### config.mk
export PLATFORM = sky130hd
export DESIGN_NAME = sspi_core
export DESIGN_NICKNAME = d
export VERILOG_FILES = /design/src/pkg/sspi_pkg.sv /design/src/pkg/sspi_rate_if.sv /design/src/hdl/sspi_core.sv /design/src/hdl/sspi_rate_gen.sv
export SDC_FILE = /design/constraint.sdc
export NUM_CORES = 1
export LEC_CHECK = 0
export BUFFER_PORTS_ARGS = -buffer_cell sky130_fd_sc_hd__buf_2
export CORE_MARGIN = 2
export CORE_UTILIZATION = 55
export CTS_BUF_LIST = sky130_fd_sc_hd__clkbuf_4
export DETAILED_ROUTE_END_ITERATION = 7
export HOLD_SLACK_MARGIN = 0.12
export PLACE_DENSITY = 0.75
export SYNTH_ARGS = -nofsm -noshare
export SYNTH_HDL_FRONTEND = slang
export SYNTH_SLANG_ARGS = --single-unit
### constraint.sdc
create_clock -name core_clk_in -period 3.9 [get_ports core_clk_in]
set_clock_uncertainty 0.05 [all_clocks]
set_input_delay 1.17 -clock core_clk_in [delete_from_list [all_inputs] [get_ports core_clk_in]]
set_output_delay 1.17 -clock core_clk_in [all_outputs]
set_load 0.03 [all_outputs]
### src/pkg/sspi_pkg.sv
// Purpose: shared constants and types for the synchronous serial port in spi mode
// Assumes: core clock is the port's reference clock; register map is a small local index map
// Notes:   register indices, field positions, reset values and divider counts live here only
package sspi_pkg;

  localparam int ADDR_W    = 2;
  localparam int DATA_W    = 8;
  localparam int WORD_BITS = 8;

  localparam logic [ADDR_W-1:0] STATUS_ADDR  = 2'h0;
  localparam logic [ADDR_W-1:0] CONTROL_ADDR = 2'h1;
  localparam logic [ADDR_W-1:0] BUFFER_ADDR  = 2'h2;

  localparam int STAT_SMP = 7;
  localparam int STAT_CKE = 6;
  localparam int STAT_BF  = 0;
  localparam int CTL_WRITE_COLLISION = 7;
  localparam int CTL_OVF  = 6;
  localparam int CTL_EN   = 5;
  localparam int CTL_CKP  = 4;

  localparam logic [DATA_W-1:0] STATUS_RESET  = 8'h00;
  localparam logic [DATA_W-1:0] CONTROL_RESET = 8'h00;
  localparam logic [DATA_W-1:0] BUFFER_RESET  = 8'h00;

  localparam logic [3:0] MODE_M_DIV4  = 4'h0;
  localparam logic [3:0] MODE_M_DIV16 = 4'h1;
  localparam logic [3:0] MODE_M_DIV64 = 4'h2;
  localparam logic [3:0] MODE_M_TMR   = 4'h3;
  localparam logic [3:0] MODE_S_SEL   = 4'h4;
  localparam logic [3:0] MODE_S_NOSEL = 4'h5;

  // core clock cycles per half period of the serial clock, then the last half period index and the bits per word
  localparam logic [5:0] HALF_DIV4  = 6'h02;
  localparam logic [5:0] HALF_DIV16 = 6'h08;
  localparam logic [5:0] HALF_DIV64 = 6'h20;
  localparam logic [4:0] LAST_HALF  = 5'h10;
  localparam logic [3:0] BITS_FULL  = 4'h8;

  typedef enum logic [1:0] {SSPI_ROLE_OFF, SSPI_ROLE_MASTER, SSPI_ROLE_SLAVE} sspi_role_t;
  typedef enum logic {SSPI_IDLE, SSPI_SHIFT} sspi_state_t;

  function automatic sspi_role_t sspi_role(input logic en, input logic [3:0] mode);
    sspi_role_t r;
    r = SSPI_ROLE_OFF;
    if (en && mode <= MODE_M_TMR) begin
      r = SSPI_ROLE_MASTER;
    end else if (en && (mode == MODE_S_SEL || mode == MODE_S_NOSEL)) begin
      r = SSPI_ROLE_SLAVE;
    end
    return r;
  endfunction

endpackage

### src/pkg/sspi_rate_if.sv
// Purpose: carries the bit-rate selection and the half-period tick between core and divider
// Assumes: all signals on the core clock
// Notes:   tick is a one-cycle enable, never a clock
`timescale 1ns/10ps
interface sspi_rate_if;
  logic [3:0] mode;
  logic       run;
  logic       tick;
  modport core (output mode, output run, input tick);
  modport gen  (input mode, input run, output tick);
endinterface
### src/hdl/sspi_core.sv
// Purpose: synchronous serial port in spi mode, master or slave, 8-bit full duplex
// Assumes: register port on core_clk_in; serial pins asynchronous and synchronised here
// Notes:   slave clock is oversampled, so the far master must run well below a quarter of core_clk
`timescale 1ns/10ps

// What this block does
// each transfer shifts eight bits out and eight bits in together
// all four combinations of clock idle level and output edge work
// three lines for data and clock; slave select only in slave role
// a complete word goes to the buffer and pulses the interrupt flag
// buffer write loads both buffer and shift register, no transmit double buffer
// shift register has no software path except through the buffer
// status: upper two bits read and write, lower six read only, reset zero
// master samples input at middle or end of bit time per sample bit
// software keeps the sample bit clear in slave role
// output edge bit picks active-to-idle or idle-to-active output change
// buffer full reads one after a received word lands, else zero
// stop bit is zero and cleared while the port is disabled
// status bits five to one have no spi use and are read only
// clock polarity bit defines idle and active clock levels
// control bits act only for spi modes; other modes leave pins idle
// mode field selects master rate divide 4, 16, 64, timer half, or slave
// buffer write during a transfer is dropped and sets sticky collision flag
// most significant bit first; buffer read clears buffer full
// slave word arriving while buffer full sets overflow and is lost
// deselected slave ignores clock edges and leaves its output undriven
module sspi_core
  import sspi_pkg::*;
(
  input  wire logic                          core_clk_in,
  input  wire logic                          rst_b_in,
  input  wire logic [sspi_pkg::ADDR_W-1:0]   addr_in,
  input  wire logic [sspi_pkg::DATA_W-1:0]   wr_data_in,
  input  wire logic                          wr_strobe_in,
  input  wire logic                          rd_strobe_in,
  output      logic [sspi_pkg::DATA_W-1:0]   rd_data_out,
  input  wire logic                          timer_tick_in,
  input  wire logic                          sck_in,
  output      logic                          sck_out,
  output      logic                          sck_oe_b_out,
  input  wire logic                          sdi_in,
  output      logic                          sdo_out,
  output      logic                          sdo_oe_b_out,
  input  wire logic                          slave_sel_b_in,
  output      logic                          irq_flag_set_out
);
  import sspi_pkg::*;

  sspi_rate_if rate ();

  logic                input_sample_late_reg;
  logic                tx_edge_reg;
  logic                receive_buffer_full_reg;
  logic                write_collision_reg;
  logic                receive_overflow_reg;
  logic                serial_port_enable_reg;
  logic                clock_idle_high_reg;
  logic [3:0]          port_mode_select_reg;
  logic [DATA_W-1:0]   serial_buffer_reg;
  logic [DATA_W-1:0]   serial_shift_reg;
  logic                sdo_reg;
  logic                sck_reg;
  logic                sck_oe_b_reg;
  logic                sdo_oe_b_reg;
  sspi_state_t         state_reg;
  logic [4:0]          half_reg;
  logic [3:0]          bcnt_reg;
  logic [DATA_W-1:0]   rd_data_reg;
  logic                irq_reg;
  logic                sck_s1_reg;
  logic                sck_s2_reg;
  logic                sck_s3_reg;
  logic                sdi_s1_reg;
  logic                sdi_s2_reg;
  logic                ss_s1_reg;
  logic                ss_s2_reg;

  sspi_role_t          role;
  logic                is_master;
  logic                is_slave;
  logic                ss_used;
  logic                ss_active;
  logic                wr_buf;
  logic                rd_buf;
  logic                wr_ctl;
  logic                wr_stat;
  logic                busy;
  logic                load;
  logic                m_tick;
  logic                m_sample;
  logic                m_out;
  logic                m_done;
  logic                s_edge;
  logic                s_lead;
  logic                sample;
  logic                shift_out;
  logic                word_done;
  logic                accept;
  logic                ovf_evt;
  logic [DATA_W-1:0]   shifted;
  logic [DATA_W-1:0]   done_word;

  sspi_rate_gen u_rate (
    .core_clk_in   (core_clk_in),
    .rst_b_in      (rst_b_in),
    .timer_tick_in (timer_tick_in),
    .rate          (rate.gen)
  );

  assign rate.mode = port_mode_select_reg;
  assign rate.run  = (state_reg == SSPI_SHIFT);

  // pins come from the far party's clock; first stage feeds only the second
  always_ff @(posedge core_clk_in or negedge rst_b_in) begin
    if (!rst_b_in) begin
      sck_s1_reg <= 1'b0;
      sck_s2_reg <= 1'b0;
      sck_s3_reg <= 1'b0;
      sdi_s1_reg <= 1'b0;
      sdi_s2_reg <= 1'b0;
      ss_s1_reg  <= 1'b1;
      ss_s2_reg  <= 1'b1;
    end else begin
      sck_s1_reg <= sck_in;
      sck_s2_reg <= sck_s1_reg;
      sck_s3_reg <= sck_s2_reg;
      sdi_s1_reg <= sdi_in;
      sdi_s2_reg <= sdi_s1_reg;
      ss_s1_reg  <= slave_sel_b_in;
      ss_s2_reg  <= ss_s1_reg;
    end
  end

  always_comb begin
    role      = sspi_role(serial_port_enable_reg, port_mode_select_reg);
    is_master = (role == SSPI_ROLE_MASTER);
    is_slave  = (role == SSPI_ROLE_SLAVE);
    ss_used   = (port_mode_select_reg == MODE_S_SEL);
    ss_active = !ss_used || !ss_s2_reg;
    wr_buf    = wr_strobe_in && addr_in == BUFFER_ADDR;
    rd_buf    = rd_strobe_in && addr_in == BUFFER_ADDR;
    wr_ctl    = wr_strobe_in && addr_in == CONTROL_ADDR;
    wr_stat   = wr_strobe_in && addr_in == STATUS_ADDR;
    busy      = is_master ? (state_reg == SSPI_SHIFT) : (bcnt_reg != 4'h0);
    load      = wr_buf && !busy;
    // master half periods: even index leaves idle level, odd index returns to it
    m_tick    = rate.tick && state_reg == SSPI_SHIFT;
    m_sample  = m_tick && (half_reg[0] == (~tx_edge_reg ^ input_sample_late_reg))
                && !(input_sample_late_reg && half_reg == 5'h00) && bcnt_reg < BITS_FULL;
    m_out     = m_tick && half_reg[0] == tx_edge_reg && half_reg != LAST_HALF;
    m_done    = m_tick && half_reg == LAST_HALF;
    s_edge    = is_slave && ss_active && (sck_s2_reg ^ sck_s3_reg);
    s_lead    = (sck_s2_reg != clock_idle_high_reg);
    sample    = is_master ? m_sample : (s_edge && s_lead == tx_edge_reg);
    shift_out = is_master ? m_out : (s_edge && s_lead != tx_edge_reg);
    shifted   = {serial_shift_reg[DATA_W-2:0], sdi_s2_reg};
    done_word = sample ? shifted : serial_shift_reg;
    word_done = is_master ? m_done : (sample && bcnt_reg == BITS_FULL - 4'h1);
    accept    = word_done && (is_master || !receive_buffer_full_reg || rd_buf);
    ovf_evt   = word_done && is_slave && receive_buffer_full_reg && !rd_buf;
  end

  // sticky flags: hardware set beats a software clear in the same cycle
  always_ff @(posedge core_clk_in or negedge rst_b_in) begin
    if (!rst_b_in) begin
      write_collision_reg    <= CONTROL_RESET[CTL_WRITE_COLLISION];
      receive_overflow_reg   <= CONTROL_RESET[CTL_OVF];
      serial_port_enable_reg <= CONTROL_RESET[CTL_EN];
      clock_idle_high_reg    <= CONTROL_RESET[CTL_CKP];
      port_mode_select_reg   <= CONTROL_RESET[3:0];
    end else begin
      if (wr_buf && busy) begin
        write_collision_reg <= 1'b1;
      end else if (wr_ctl) begin
        write_collision_reg <= wr_data_in[CTL_WRITE_COLLISION];
      end
      if (ovf_evt) begin
        receive_overflow_reg <= 1'b1;
      end else if (wr_ctl) begin
        receive_overflow_reg <= wr_data_in[CTL_OVF];
      end
      if (wr_ctl) begin
        serial_port_enable_reg <= wr_data_in[CTL_EN];
        clock_idle_high_reg    <= wr_data_in[CTL_CKP];
        port_mode_select_reg   <= wr_data_in[3:0];
      end
    end
  end

  // only the two upper status bits take writes
  always_ff @(posedge core_clk_in or negedge rst_b_in) begin
    if (!rst_b_in) begin
      input_sample_late_reg <= STATUS_RESET[STAT_SMP];
      tx_edge_reg           <= STATUS_RESET[STAT_CKE];
    end else if (wr_stat) begin
      input_sample_late_reg <= wr_data_in[STAT_SMP];
      tx_edge_reg           <= wr_data_in[STAT_CKE];
    end
  end

  always_ff @(posedge core_clk_in or negedge rst_b_in) begin
    if (!rst_b_in) begin
      serial_buffer_reg       <= BUFFER_RESET;
      receive_buffer_full_reg <= STATUS_RESET[STAT_BF];
    end else begin
      if (accept) begin
        serial_buffer_reg       <= done_word;
        receive_buffer_full_reg <= 1'b1;
      end else begin
        if (load) begin
          serial_buffer_reg <= wr_data_in;
        end
        if (rd_buf) begin
          receive_buffer_full_reg <= 1'b0;
        end
      end
    end
  end

  // shift register is reachable only by a buffer write and the serial pins
  always_ff @(posedge core_clk_in or negedge rst_b_in) begin
    if (!rst_b_in) begin
      serial_shift_reg <= BUFFER_RESET;
      sdo_reg          <= 1'b0;
      bcnt_reg         <= 4'h0;
    end else if (role == SSPI_ROLE_OFF || (ss_used && ss_s2_reg && is_slave)) begin
      bcnt_reg <= 4'h0;
      if (load) begin
        serial_shift_reg <= wr_data_in;
        if (tx_edge_reg) begin
          // late output edge: first bit must already stand when select drops
          sdo_reg <= wr_data_in[DATA_W-1];
        end
      end
    end else if (load) begin
      serial_shift_reg <= wr_data_in;
      bcnt_reg         <= 4'h0;
      if (tx_edge_reg) begin
        sdo_reg <= wr_data_in[DATA_W-1];
      end
    end else begin
      if (sample) begin
        serial_shift_reg <= shifted;
        bcnt_reg         <= (is_slave && bcnt_reg == BITS_FULL - 4'h1) ? 4'h0 : bcnt_reg + 4'h1;
      end
      if (shift_out) begin
        sdo_reg <= sample ? serial_shift_reg[DATA_W-2] : serial_shift_reg[DATA_W-1];
      end
    end
  end

  // master frame: sixteen clock half periods plus one closing tick
  always_ff @(posedge core_clk_in or negedge rst_b_in) begin
    if (!rst_b_in) begin
      state_reg <= SSPI_IDLE;
      half_reg  <= 5'h00;
      sck_reg   <= 1'b0;
    end else begin
      case (state_reg)
        SSPI_IDLE: begin
          sck_reg  <= clock_idle_high_reg;
          half_reg <= 5'h00;
          if (load && is_master) begin
            state_reg <= SSPI_SHIFT;
          end
        end
        SSPI_SHIFT: begin
          if (!is_master) begin
            state_reg <= SSPI_IDLE;
          end else if (m_done) begin
            state_reg <= SSPI_IDLE;
          end else if (m_tick) begin
            sck_reg  <= ~sck_reg;
            half_reg <= half_reg + 5'h01;
          end
        end
        default: begin
          state_reg <= SSPI_IDLE;
        end
      endcase
    end
  end

  // drivers: low enable drives; slave never drives the clock line
  always_ff @(posedge core_clk_in or negedge rst_b_in) begin
    if (!rst_b_in) begin
      sck_oe_b_reg <= 1'b1;
      sdo_oe_b_reg <= 1'b1;
    end else begin
      sck_oe_b_reg <= !is_master;
      sdo_oe_b_reg <= !(is_master || (is_slave && ss_active));
    end
  end

  // read data stand for the one cycle after the strobe; stop bit and i2c bits stay zero
  always_ff @(posedge core_clk_in or negedge rst_b_in) begin
    if (!rst_b_in) begin
      rd_data_reg <= 8'h00;
      irq_reg     <= 1'b0;
    end else begin
      irq_reg <= accept;
      if (!rd_strobe_in) begin
        rd_data_reg <= 8'h00;
      end else if (addr_in == STATUS_ADDR) begin
        rd_data_reg <= {input_sample_late_reg, tx_edge_reg, 5'h00, receive_buffer_full_reg};
      end else if (addr_in == CONTROL_ADDR) begin
        rd_data_reg <= {write_collision_reg, receive_overflow_reg, serial_port_enable_reg,
                        clock_idle_high_reg, port_mode_select_reg};
      end else if (addr_in == BUFFER_ADDR) begin
        rd_data_reg <= serial_buffer_reg;
      end else begin
        rd_data_reg <= 8'h00;
      end
    end
  end

  assign rd_data_out      = rd_data_reg;
  assign sck_out          = sck_reg;
  assign sck_oe_b_out     = sck_oe_b_reg;
  assign sdo_out          = sdo_reg;
  assign sdo_oe_b_out     = sdo_oe_b_reg;
  assign irq_flag_set_out = irq_reg;
endmodule

### src/hdl/sspi_rate_gen.sv
// Purpose: half-period enable for the master serial clock
// Assumes: timer_tick_in is a one-cycle pulse on the core clock
// Notes:   counter restarts whenever run drops, so every divider-rate frame starts with a full half period; timer mode follows timer_tick_in
`timescale 1ns/10ps
module sspi_rate_gen
  import sspi_pkg::*;
(
  input  wire logic   core_clk_in,
  input  wire logic   rst_b_in,
  input  wire logic   timer_tick_in,
  sspi_rate_if.gen    rate
);

  logic [5:0] cnt_reg;
  logic       tick_reg;
  logic [5:0] half_len;

  always_comb begin
    half_len = HALF_DIV4;
    if (rate.mode == MODE_M_DIV16) begin
      half_len = HALF_DIV16;
    end else if (rate.mode == MODE_M_DIV64) begin
      half_len = HALF_DIV64;
    end
  end

  always_ff @(posedge core_clk_in or negedge rst_b_in) begin
    if (!rst_b_in) begin
      cnt_reg  <= 6'h00;
      tick_reg <= 1'b0;
    end else if (!rate.run) begin
      cnt_reg  <= 6'h00;
      tick_reg <= 1'b0;
    end else if (rate.mode == MODE_M_TMR) begin
      tick_reg <= timer_tick_in;
    end else if (cnt_reg == half_len - 6'h01) begin
      cnt_reg  <= 6'h00;
      tick_reg <= 1'b1;
    end else begin
      cnt_reg  <= cnt_reg + 6'h01;
      tick_reg <= 1'b0;
    end
  end

  assign rate.tick = tick_reg;
endmodule

Word level (Yosys, flattened, before mapping) --
Index checks and enable logic that the tools add are counted.
Storage, ports and cells: flip-flop bits (word level) 64, bits of input ports 18, output and inout port bits 13
Operators by class: $add $sub $neg 4, order comparisons 2, equal/unequal tests 23, multiplexer cells 51, bitwise logic cells 5, reduce and logical (&&, ||, !) cells 55
Operator list (count):
- two-way mux 8 bit | 9
- two-way mux 6 bit | 5
- logical AND 1 bit | 29
- two-way mux 1 bit | 25
- two-way mux 4 bit | 4
- two-way mux 5 bit | 3
- == test 4 x 3 -> 1 bit (second input constant) | 3
- case mux 5 bit (2 select lines) | 1
- nonzero test 2 bit | 5
- == test 4 x 2 -> 1 bit (second input constant) | 2
- logical NOT 1 bit | 8
- adder 6 x 1 -> 6 bit (second input constant) | 1
- == test 6 bit | 1
- logical OR 1 bit | 6
- inequality test 2 bit (second input constant) | 3
- subtractor 6 x 1 -> 6 bit (second input constant) | 1
- adder 5 x 1 -> 5 bit (second input constant) | 1
- == test 5 bit (second input constant) | 1
- logical NOT 5 bit | 1
- inequality test 5 bit (second input constant) | 1
- adder 4 x 1 -> 4 bit (second input constant) | 1
- == test 2 x 1 -> 1 bit (second input constant) | 2
- == test 2 bit (second input constant) | 2
- == test 4 x 1 -> 1 bit (second input constant) | 1
- other kinds (14) | 24

Depth between registers and ports, before layout --
Gate-level depths: netlist of run 1.
word-level depth 16, gate-level depth with buffers 9

Hierarchy --
Synthesis of run 1 repeated with hierarchy kept, for this count alone.
Second synthesis, totals: cell total of the unflattened synthesis 289, area total of the unflattened synthesis 3211.8 µm²
Modules (own cells, without submodules):
- sspi_core | instances 1, cells an instance 241, area an instance 2752.6 µm²
- sspi_rate_gen | instances 1, cells an instance 48, area an instance 459.2 µm²

Worst setup path before layout of run 1 --
OpenSTA, ideal clock, no wires.
path type in2reg, from input port addr_in[1] (netlist name), to register serial_buffer_reg[7], setup time 0.132 ns, arrival 2.345 ns, slack 1.373 ns, stages on the path 7, buffers on the path 3, cells stage by stage clkbuf_1 -> nor2b_1 -> buf_2 -> nand3_2 -> buf_2 -> mux2i_1 -> mux2i_1
Between the ends: longest elaborated chain between the ends 5, elaborated cells on any way between the ends 8, classes of those cells eq/ne: 1; mux: 1; reduce/logical: 6
Ends and longest elaborated chain:
- from (decl) | RTL line sspi_core.sv:32 | input wire logic [sspi_pkg::ADDR_W-1:0] addr_in,
- == test 2 bit (*) | RTL line sspi_core.sv:140, sspi_core.sv:141
- logical AND 1 bit | RTL line sspi_core.sv:141 | rd_buf = rd_strobe_in && addr_in == BUFFER_ADDR;
- logical OR 1 bit | RTL line sspi_core.sv:159 | accept = word_done && (is_master || !receive_buffer_full_reg || rd_buf);
- logical AND 1 bit | RTL line sspi_core.sv:159
- two-way mux 8 bit / nonzero test 2 bit (equally long branches)
- to (signal assigned) | RTL line sspi_core.sv:207 | serial_buffer_reg <= done_word;
- to (signal assigned) | RTL line sspi_core.sv:211 | serial_buffer_reg <= wr_data_in;
- to (decl) | RTL line sspi_core.sv:59 | logic [DATA_W-1:0] serial_buffer_reg;
Mark *: on every way between the ends. The rest lies on a longest branch, timed or not. A chain may end at the register's enable or synchronous reset.

Worst setup path in the final report of run 1 --
from input port addr_in[1] (netlist name), to register sdo_reg, in the netlist sdo_out
Between the ends: longest elaborated chain between the ends 5, elaborated cells on any way between the ends 8, classes of those cells eq/ne: 2; mux: 2; reduce/logical: 4
Ends and longest elaborated chain:
- == test 2 bit (*) | RTL line sspi_core.sv:140 | wr_buf = wr_strobe_in && addr_in == BUFFER_ADDR;
- logical AND 1 bit (*) | RTL line sspi_core.sv:140
- logical AND 1 bit (*) | RTL line sspi_core.sv:145 | load = wr_buf && !busy;
- inequality test 2 bit (no line), or another cell as far along
- AND reduction 2 bit (no line) / two-way mux 1 bit (equally long branches)
- to (signal assigned) | RTL line sspi_core.sv:232 | sdo_reg <= wr_data_in[DATA_W-1];
- to (signal assigned) | RTL line sspi_core.sv:239 | sdo_reg <= wr_data_in[DATA_W-1];
- to (signal assigned) | RTL line sspi_core.sv:247 | sdo_reg <= sample ? serial_shift_reg[DATA_W-2] : serial_shift_reg[DATA_W-1];
- to (decl) | RTL line sspi_core.sv:61 | logic sdo_reg;
Marked as above.

==> impl_results.md, run 1 <==
* Critical R2R Launch: bcnt_reg[0]
* Fin crit share at 75.33%
* # clock sinks at 64
* Pins over their slew limit at 0
* Met1 WL at 2.919 mm
* Setup CP Type: input port to register
* Fill count at 466
* Hold Crit Depth at 0
* Yosys top cell by area: dfrtp_1
* Cell count after synthesis at 279
* Worst setup EP type: register
* Unrepaired setup endpoints after global routing: false
* Number of core rows at 27
* DRT Pass-1 Iters at 4
* Fin nets at 332
* Final wirelength at 5.981 mm
* TritonCTS clock tree: yes
* Avg Vias per Cell at 5.501
* Chip height at 79.42 microns
* Final setup fails at 0
* Total global-route track usage at 21.12%
* Cells on worst reg2reg path at 8
* Max_cap viols at 0
* Die Area at 6307 sq um
* Most common cell in the netlist: dfrtp_1
* Global-route wire length before repair at 10.01 mm
* Clk slew on worst S/H paths at 110 ps
* Setup TNS at 0 ps
* Crit-path max cell delay at 650 ps
* Synth Cell Area at 3128 sq um
* Top post-synthesis cells by area: dfrtp_1 48%, mux2i_1 11%, dfstp_2 3.4%, mux2_2 3.2%, xnor2_1 2.5%
* IO Pins at 31
* PwrDens at 417.9 nW/um^2
* Final worst slack at 962.1 ps
* Fmax at 340.4 MHz
* Worst hold slack at 309.0 ps
* Overflow after GRT at 0
* Starting Density at 56.81%
* Antenna violations before repair at 0
* Post-cts sizing count at 0
* PortBufs at 30
* Crit Path Max Fanout at 27
* Pre-CTS WS at 555.5 ps
* Placed cell count at 370
* H-tree levels at 3
* Critical path cell sequence: buf_2 > nor2b_1 > nand3_2 > mux2_2 > nor2_1 > a221oi_1
* Worst setup SP type: input port
* Post-synthesis sequential area ratio at 51.36%
* Ant diodes at 0
* Yosys top cell area share at 48.00%
* Commonest cells in the netlist: 60 x dfrtp_1, 34 x mux2i_1, 19 x nand2_1
* Maximum root-to-sink buffer count at 2
* # DRC at 0
* Syn nets at 302
* Drt initial violations at 98
* Clk root buf: clkbuf_4
* Share of cells above drive strength 1 at 21.09%
* IR drop worst, VDD at 265.4 uV
* Clock share of power at 26.1%
* Post-CTS Setup Repair Bufs at 0
* Pwr Total at 1.432 mW
* CTS Hold Bufs at 0
* Int Pwr at 986.7 uW
* CTS buffer count at 9
* Final min period at 2938 ps
* RR Endpoint: sdo_out
* Sequential Area at 1607 sq um
* Avg Inst Size Synth at 11.21 sq um
* Slowest-stage cell, CP: nand3_2
* Final Hold Viols at 0
* Leak at 1.566 nW
* Async S/R FF share, synth at 100.0%
* Synth warnings at 0
* Met2 Wirelength at 2.657 mm
* Min-delay src: sdi_s1_reg
* Post-Layout Cell Count at 385
* Reg-to-reg slack, setup at 1290 ps
* Critical Path AT at 3190 ps
* Vias in the first global route at 2078
* Primary FF master, synth: dfrtp_1
* Gate power share at 17.7%
* Hold path endpoint: sdi_s2_reg
* Layout Area Growth over Synthesis at 9.520%
* Number of synthesized flops with an enable pin at 0
* Sw frac at 31.08%
* DR WL met3 at 310 microns
* Min-delay worst type: register to register
* Number of synthesized register bits at 64
* Core ar. at 5507 sq um
* Worst-Margin Slew at 641.9 ps
* WP data required at 4150 ps
* Final ANT Viol Nets at 0
* Slew headroom at 57.12%
* Worst-skew pair later-pin latency at 410 ps
* DR vias at 2118
* Multi-input gate area at 1416 sq um
* Status: finished clean
* Synth unique cells at 49
* WL per Instance at 15.54 microns
* Detailed Place HPWL at 4.253 mm
* Die width at 79.42 microns
* Largest net degree at the start of global routing at 65
* Switching power total at 444.9 uW
* Highest Signal Layer: met4
* GPL Wtd Cong at 0.8135
* Sequential power share at 56.2%
## routing by layer
layer | global-route usage, % | vias to the layer above
met1 | 30.37 | 1028
met3 | 5.769 | 10
met4 | 7.759 | 0
met5 | 0 | -
li1 | - | 1033
met2 | 30.76 | 47
## through the flow
stage,instance area [sq um],utilization (%)
4_1_cts,3426,62.21
3_3_place_gp,3321,60.30
3_5_place_dp,3321,60.30
6_report,3426,62.21
5_1_grt,3426,62.21
2_1_floorplan,3128,-
## layout make-up
type / instances / area share (%)
Clock inverter: 4 / 0.6574
Timing Repair Buffer: 32 / 5.186
Multi-Input combinational cell: 194 / 41.34
Inverter: 8 / 0.8766
Sequential cell: 64 / 46.90
Tap cell: 72 / 2.630
Clock buffer: 11 / 2.411
## worst max-delay path by stage
| stage | slack, ps | cells after the start | to | startpoint |
|---|---|---|---|---|
| floorplan | 1370 | 7 | serial_buffer_reg[7] | addr_in[1] |
| global placement | 680 | 6 | sdo_out | addr_in[1] |
| detailed placement | 560 | 6 | sdo_out | addr_in[1] |
| CTS | 980 | 6 | sdo_out | addr_in[1] |
| global route | 760 | 6 | sdo_out | addr_in[1] |
| finish | 960 | 6 | sdo_out | addr_in[1] |
## worst max-delay path: cells and delay by family
kind                   cells  cell delay (ps)
AOI/OAI and AO/OA          1              230
buffers and inverters      1              150
muxes                      1              400
and+or+nand+nor            3             1230
## power by group through the flow
| stage | clock network [mW] | logic [mW] | registers (mW) |
|---|---|---|---|
| after floorplan | 0 | 0.159 | 0.827 |
| after global placement | 0 | 0.248 | 0.816 |
| after detailed placement | 0 | 0.256 | 0.818 |
| after CTS | 0.383 | 0.257 | 0.805 |
| final | 0.374 | 0.253 | 0.805 |
| after global routing | 0.405 | 0.282 | 0.815 |
## kinds of logic after synthesis
| group | Yosys count | synth area share, % |
|---|---|---|
| compound gates | 41 | 8.801 |
| xor+xnor | 10 | 2.800 |
| fa+ha+maj | 5 | 2.000 |
| buf+inv | 21 | 3.360 |
| flops | 64 | 51.36 |
| mux | 43 | 14.12 |
| simple gates | 95 | 17.56 |
## placed cells by master (no fill, tap or decap), types with 2 or more instances in the layout
cell        n
o21ai_0     8
and3_1      2
nand2b_1    5
nand3_1     7
and2_1     10
nor4b_1     2
mux2i_1    34
xnor2_1     9
or4b_1      2
dfrtp_1    60
nand4bb_1   2
clkinv_2    3
inv_1       8
a21boi_0    2
nand4_1     3
buf_2      30
mux2_2      9
nor2_1     17
a22oi_1     5
a21oi_1    15
ha_1        5
nor2b_1    12
clkbuf_4   11
dfstp_2     4
nor3b_1     2
nand3_2     2
nand2_1    19
nor3_1      2
Note: power is estimated with default switching activity, not from simulation.
==> run 2: changes to the inputs <==
- ABC_AREA: unset -> 1
- clock period: 3.9 -> 2.9 ns (I/O delays scaled with it)
==> run 2 against run 1 <==
  * Synthesized cell count grew 45%
  * Final cell count grew 34%
  * Power grew 48%
  * Sequential share of layout area shrank 1.7 points
  * Register-to-register slack lost 450 ps
  * Combinational power grew 98%
  * Via count grew 31%
  * Die area grew 3.5%
  * Clock power grew 34%
  * Global-route usage grew 3.1 points
  * Sequential power grew 39%
  * Worst setup slack lost 120 ps
  * Critical path type is now register to register
==> impl_results.md, run 2 <==
* Number of core rows at 27
* Status: finished clean
* WL per Instance at 13.59 microns
* Slowest-stage cell, CP: dfrtp_1
* Fin crit share at 71.12%
* Syn nets at 428
* CTS buffer count at 9
* Most common cell in the netlist: nand2_1
* Maximum root-to-sink buffer count at 2
* Final ANT Viol Nets at 0
* Detailed Place HPWL at 5.133 mm
* Delay-heaviest family, CP: simple AND/OR/NAND/NOR gates
* Worst Setup SP: half_reg[0]
* Fmax at 484.8 MHz
* H-tree levels at 3
* Worst setup EP type: register
* Reg-to-reg slack, setup at 840 ps
* Worst-Margin Slew at 507.7 ps
* Crit-path max cell delay at 430 ps
* Setup TNS at 0 ps
* Critical path depth at 9
* Final wirelength at 7.012 mm
* DR vias at 2782
* Avg Vias per Cell at 5.391
* Total global-route track usage at 24.25%
* Number of synthesized register bits at 64
* Post-cts sizing count at 0
* Critical R2R Launch: half_reg[0]
* Commonest cells in the netlist: 128 x nand2_1, 60 x dfrtp_1, 46 x inv_1
* Gate power share at 23.6%
* Vias in the first global route at 2624
* WP data required at 3160 ps
* Crit-path most repeated cell: nand2_1
* Worst Setup EP: serial_buffer_reg[2]
* Sw frac at 34.45%
* Critical path cell sequence: inv_1 > ha_1 > nand3_1 > o21ai_0 > nand2_1 > nor2_4 > nand2_1 > nand2_1 > nand2_1
* Switching power total at 732.2 uW
* Ant diodes at 0
* DRT Pass-1 Iters at 5
* RR Endpoint: serial_buffer_reg[2]
* Clk slew on worst S/H paths at 110 ps
* Async S/R FF share, synth at 100.0%
* Cells on worst reg2reg path at 9
* CTS Hold Bufs at 0
* Leading cell type in the layout, fill and taps excluded: nand2_1
* Core ar. at 5608 sq um
* Post-Layout Cell Count at 516
* # clock sinks at 64
* GRT met2 Usage at 37.11%
* Post-synthesis sequential area ratio at 49.52%
* IO Pins at 31
* Share of cells above drive strength 1 at 16.67%
* Commonest cells after routing, fill and taps aside: 128 x nand2_1, 60 x dfrtp_1, 46 x inv_1
* Worst-skew pair later-pin latency at 410 ps
* Avg Inst Size Synth at 8.011 sq um
* Final min period at 2063 ps
* Die Area at 6529 sq um
* IR drop worst, VDD at 331.8 uV
* Largest net degree at the start of global routing at 65
* Final Hold Viols at 0
* Die width at 80.81 microns
* Layout Area Growth over Synthesis at 9.564%
* Leak at 1.836 nW
* Synth warnings at 0
* Synth Cell Area at 3244 sq um
* Post-CTS Setup Repair Bufs at 0
* Fin nets at 463
* Grt peak-use layer: met2
* PwrDens at 597.9 nW/um^2
* GPL Wtd Cong at 0.9069
* TritonCTS clock tree: yes
* Chip height at 80.81 microns
* Clock share of power at 23.5%
* Met1 usage at 32.55%
* Sequential power share at 52.9%
* Int Pwr at 1.393 mW
* Setup CP Type: register to register
* Drt initial violations at 131
* Slew headroom at 66.07%
* Pins over their slew limit at 0
* PortBufs at 30
* Clk root buf: clkbuf_4
* Yosys top cell area share at 46.28%
* Primary FF master, synth: dfrtp_1
* Top post-synthesis cells by area: dfrtp_1 46%, nand2_1 15%, nand3_1 5.9%, inv_1 5.3%, nor2_1 3.8%
* Synth unique cells at 38
* Antenna violations before repair at 0
* Crit Path Max Fanout at 9
* # DRC at 0
* Min-delay worst type: register to register
* Worst setup SP type: register
* Critical Path AT at 2330 ps
* Placed cell count at 501
* Yosys top cell by area: dfrtp_1
* Global-route wire length before repair at 11.73 mm
* Unrepaired setup endpoints after global routing: false
* Max_cap viols at 0
* WP buf/inv at 1
* Number of synthesized flops with an enable pin at 0
* GR Util met3 at 5.333%
* Starting Density at 57.85%
* Final setup fails at 0
* Cell count after synthesis at 405
* Overflow after GRT at 0
run 2: cell count changes in the layout (fill, tap and decap cells not counted), moves of 6 or more:
cell and delta:
mux2i_1 -34, nand2_1 +109, inv_2 +6, nor2_1 +16, nand3_1 +31, inv_1 +38, mux2_2 -9, and2_1 -9
nor2b_1 -12, xnor2_1 -9, o21ai_0 +15, nand2_2 +6
run 2: power by group through the flow:
stage	Combinational, mW	Sequential [mW]	Clock [mW]
after global routing	0.573	1.14	0.550
after detailed placement	0.503	1.14	0
final	0.502	1.12	0.500
after CTS	0.504	1.12	0.517
after floorplan	0.336	1.16	0
after global placement	0.492	1.13	0
run 2: metrics by stage:
| stage | utilization, % | worst slack (ps) | hold WS [ps] | power (mW) | cell area [sq um] |
|---|---|---|---|---|---|
| after floorplan | - | 814.6 | 281.2 | 1.497 | 3244 |
| after global placement | 61.51 | 550.4 | 283.4 | 1.627 | 3450 |
| after detailed placement | 61.51 | 505.1 | 290.3 | 1.641 | 3450 |
| after CTS | 63.39 | 843.1 | 313.9 | 2.142 | 3555 |
| after global routing | 63.39 | 640.8 | 316.2 | 2.265 | 3555 |
| final | 63.39 | 837.5 | 307.5 | 2.125 | 3555 |
run 2: logic make-up after synthesis:
kind of cell             count (synthesis)  share of synthesized area (%)
AO/OA/AOI/OAI                           52                          9.950
XOR/XNOR                                 2                         0.5400
buffers and inverters                   60                          7.944
flip-flops                              64                          49.52
AND/OR/NAND/NOR                        222                          30.12
adder cells (fa/ha/maj)                  5                          1.928
run 2: layout make-up:
type | instances | area, sq um
Tap cell | 72 | 90.09
Inverter | 52 | 195.2
Timing Repair Buffer | 32 | 177.7
Sequential cell | 64 | 1607
Clock inverter | 4 | 22.52
Fill cell | 492 | 2053
Multi-Input combinational cell | 281 | 1380
Clock buffer | 11 | 82.58
run 2: how the worst min path moves through the flow:
| stage | slack [ps] | from | end | cells after the start |
|---|---|---|---|---|
| after floorplan | 280 | sck_s1_reg | sck_s2_reg | 0 |
| after global placement | 280 | sck_s1_reg | sck_s2_reg | 0 |
| after detailed placement | 290 | sck_s1_reg | sck_s2_reg | 0 |
| after CTS | 310 | sck_s1_reg | sck_s2_reg | 0 |
| after global routing | 320 | ss_s1_reg | ss_s2_reg | 0 |
| final | 310 | sck_s1_reg | sck_s2_reg | 0 |
run 2: metal layers:
metal,up-vias,routed length [microns]
met5,-,0
met4,0,157
met3,14,402
met2,87,3279
met1,1313,3172
li1,1368,-
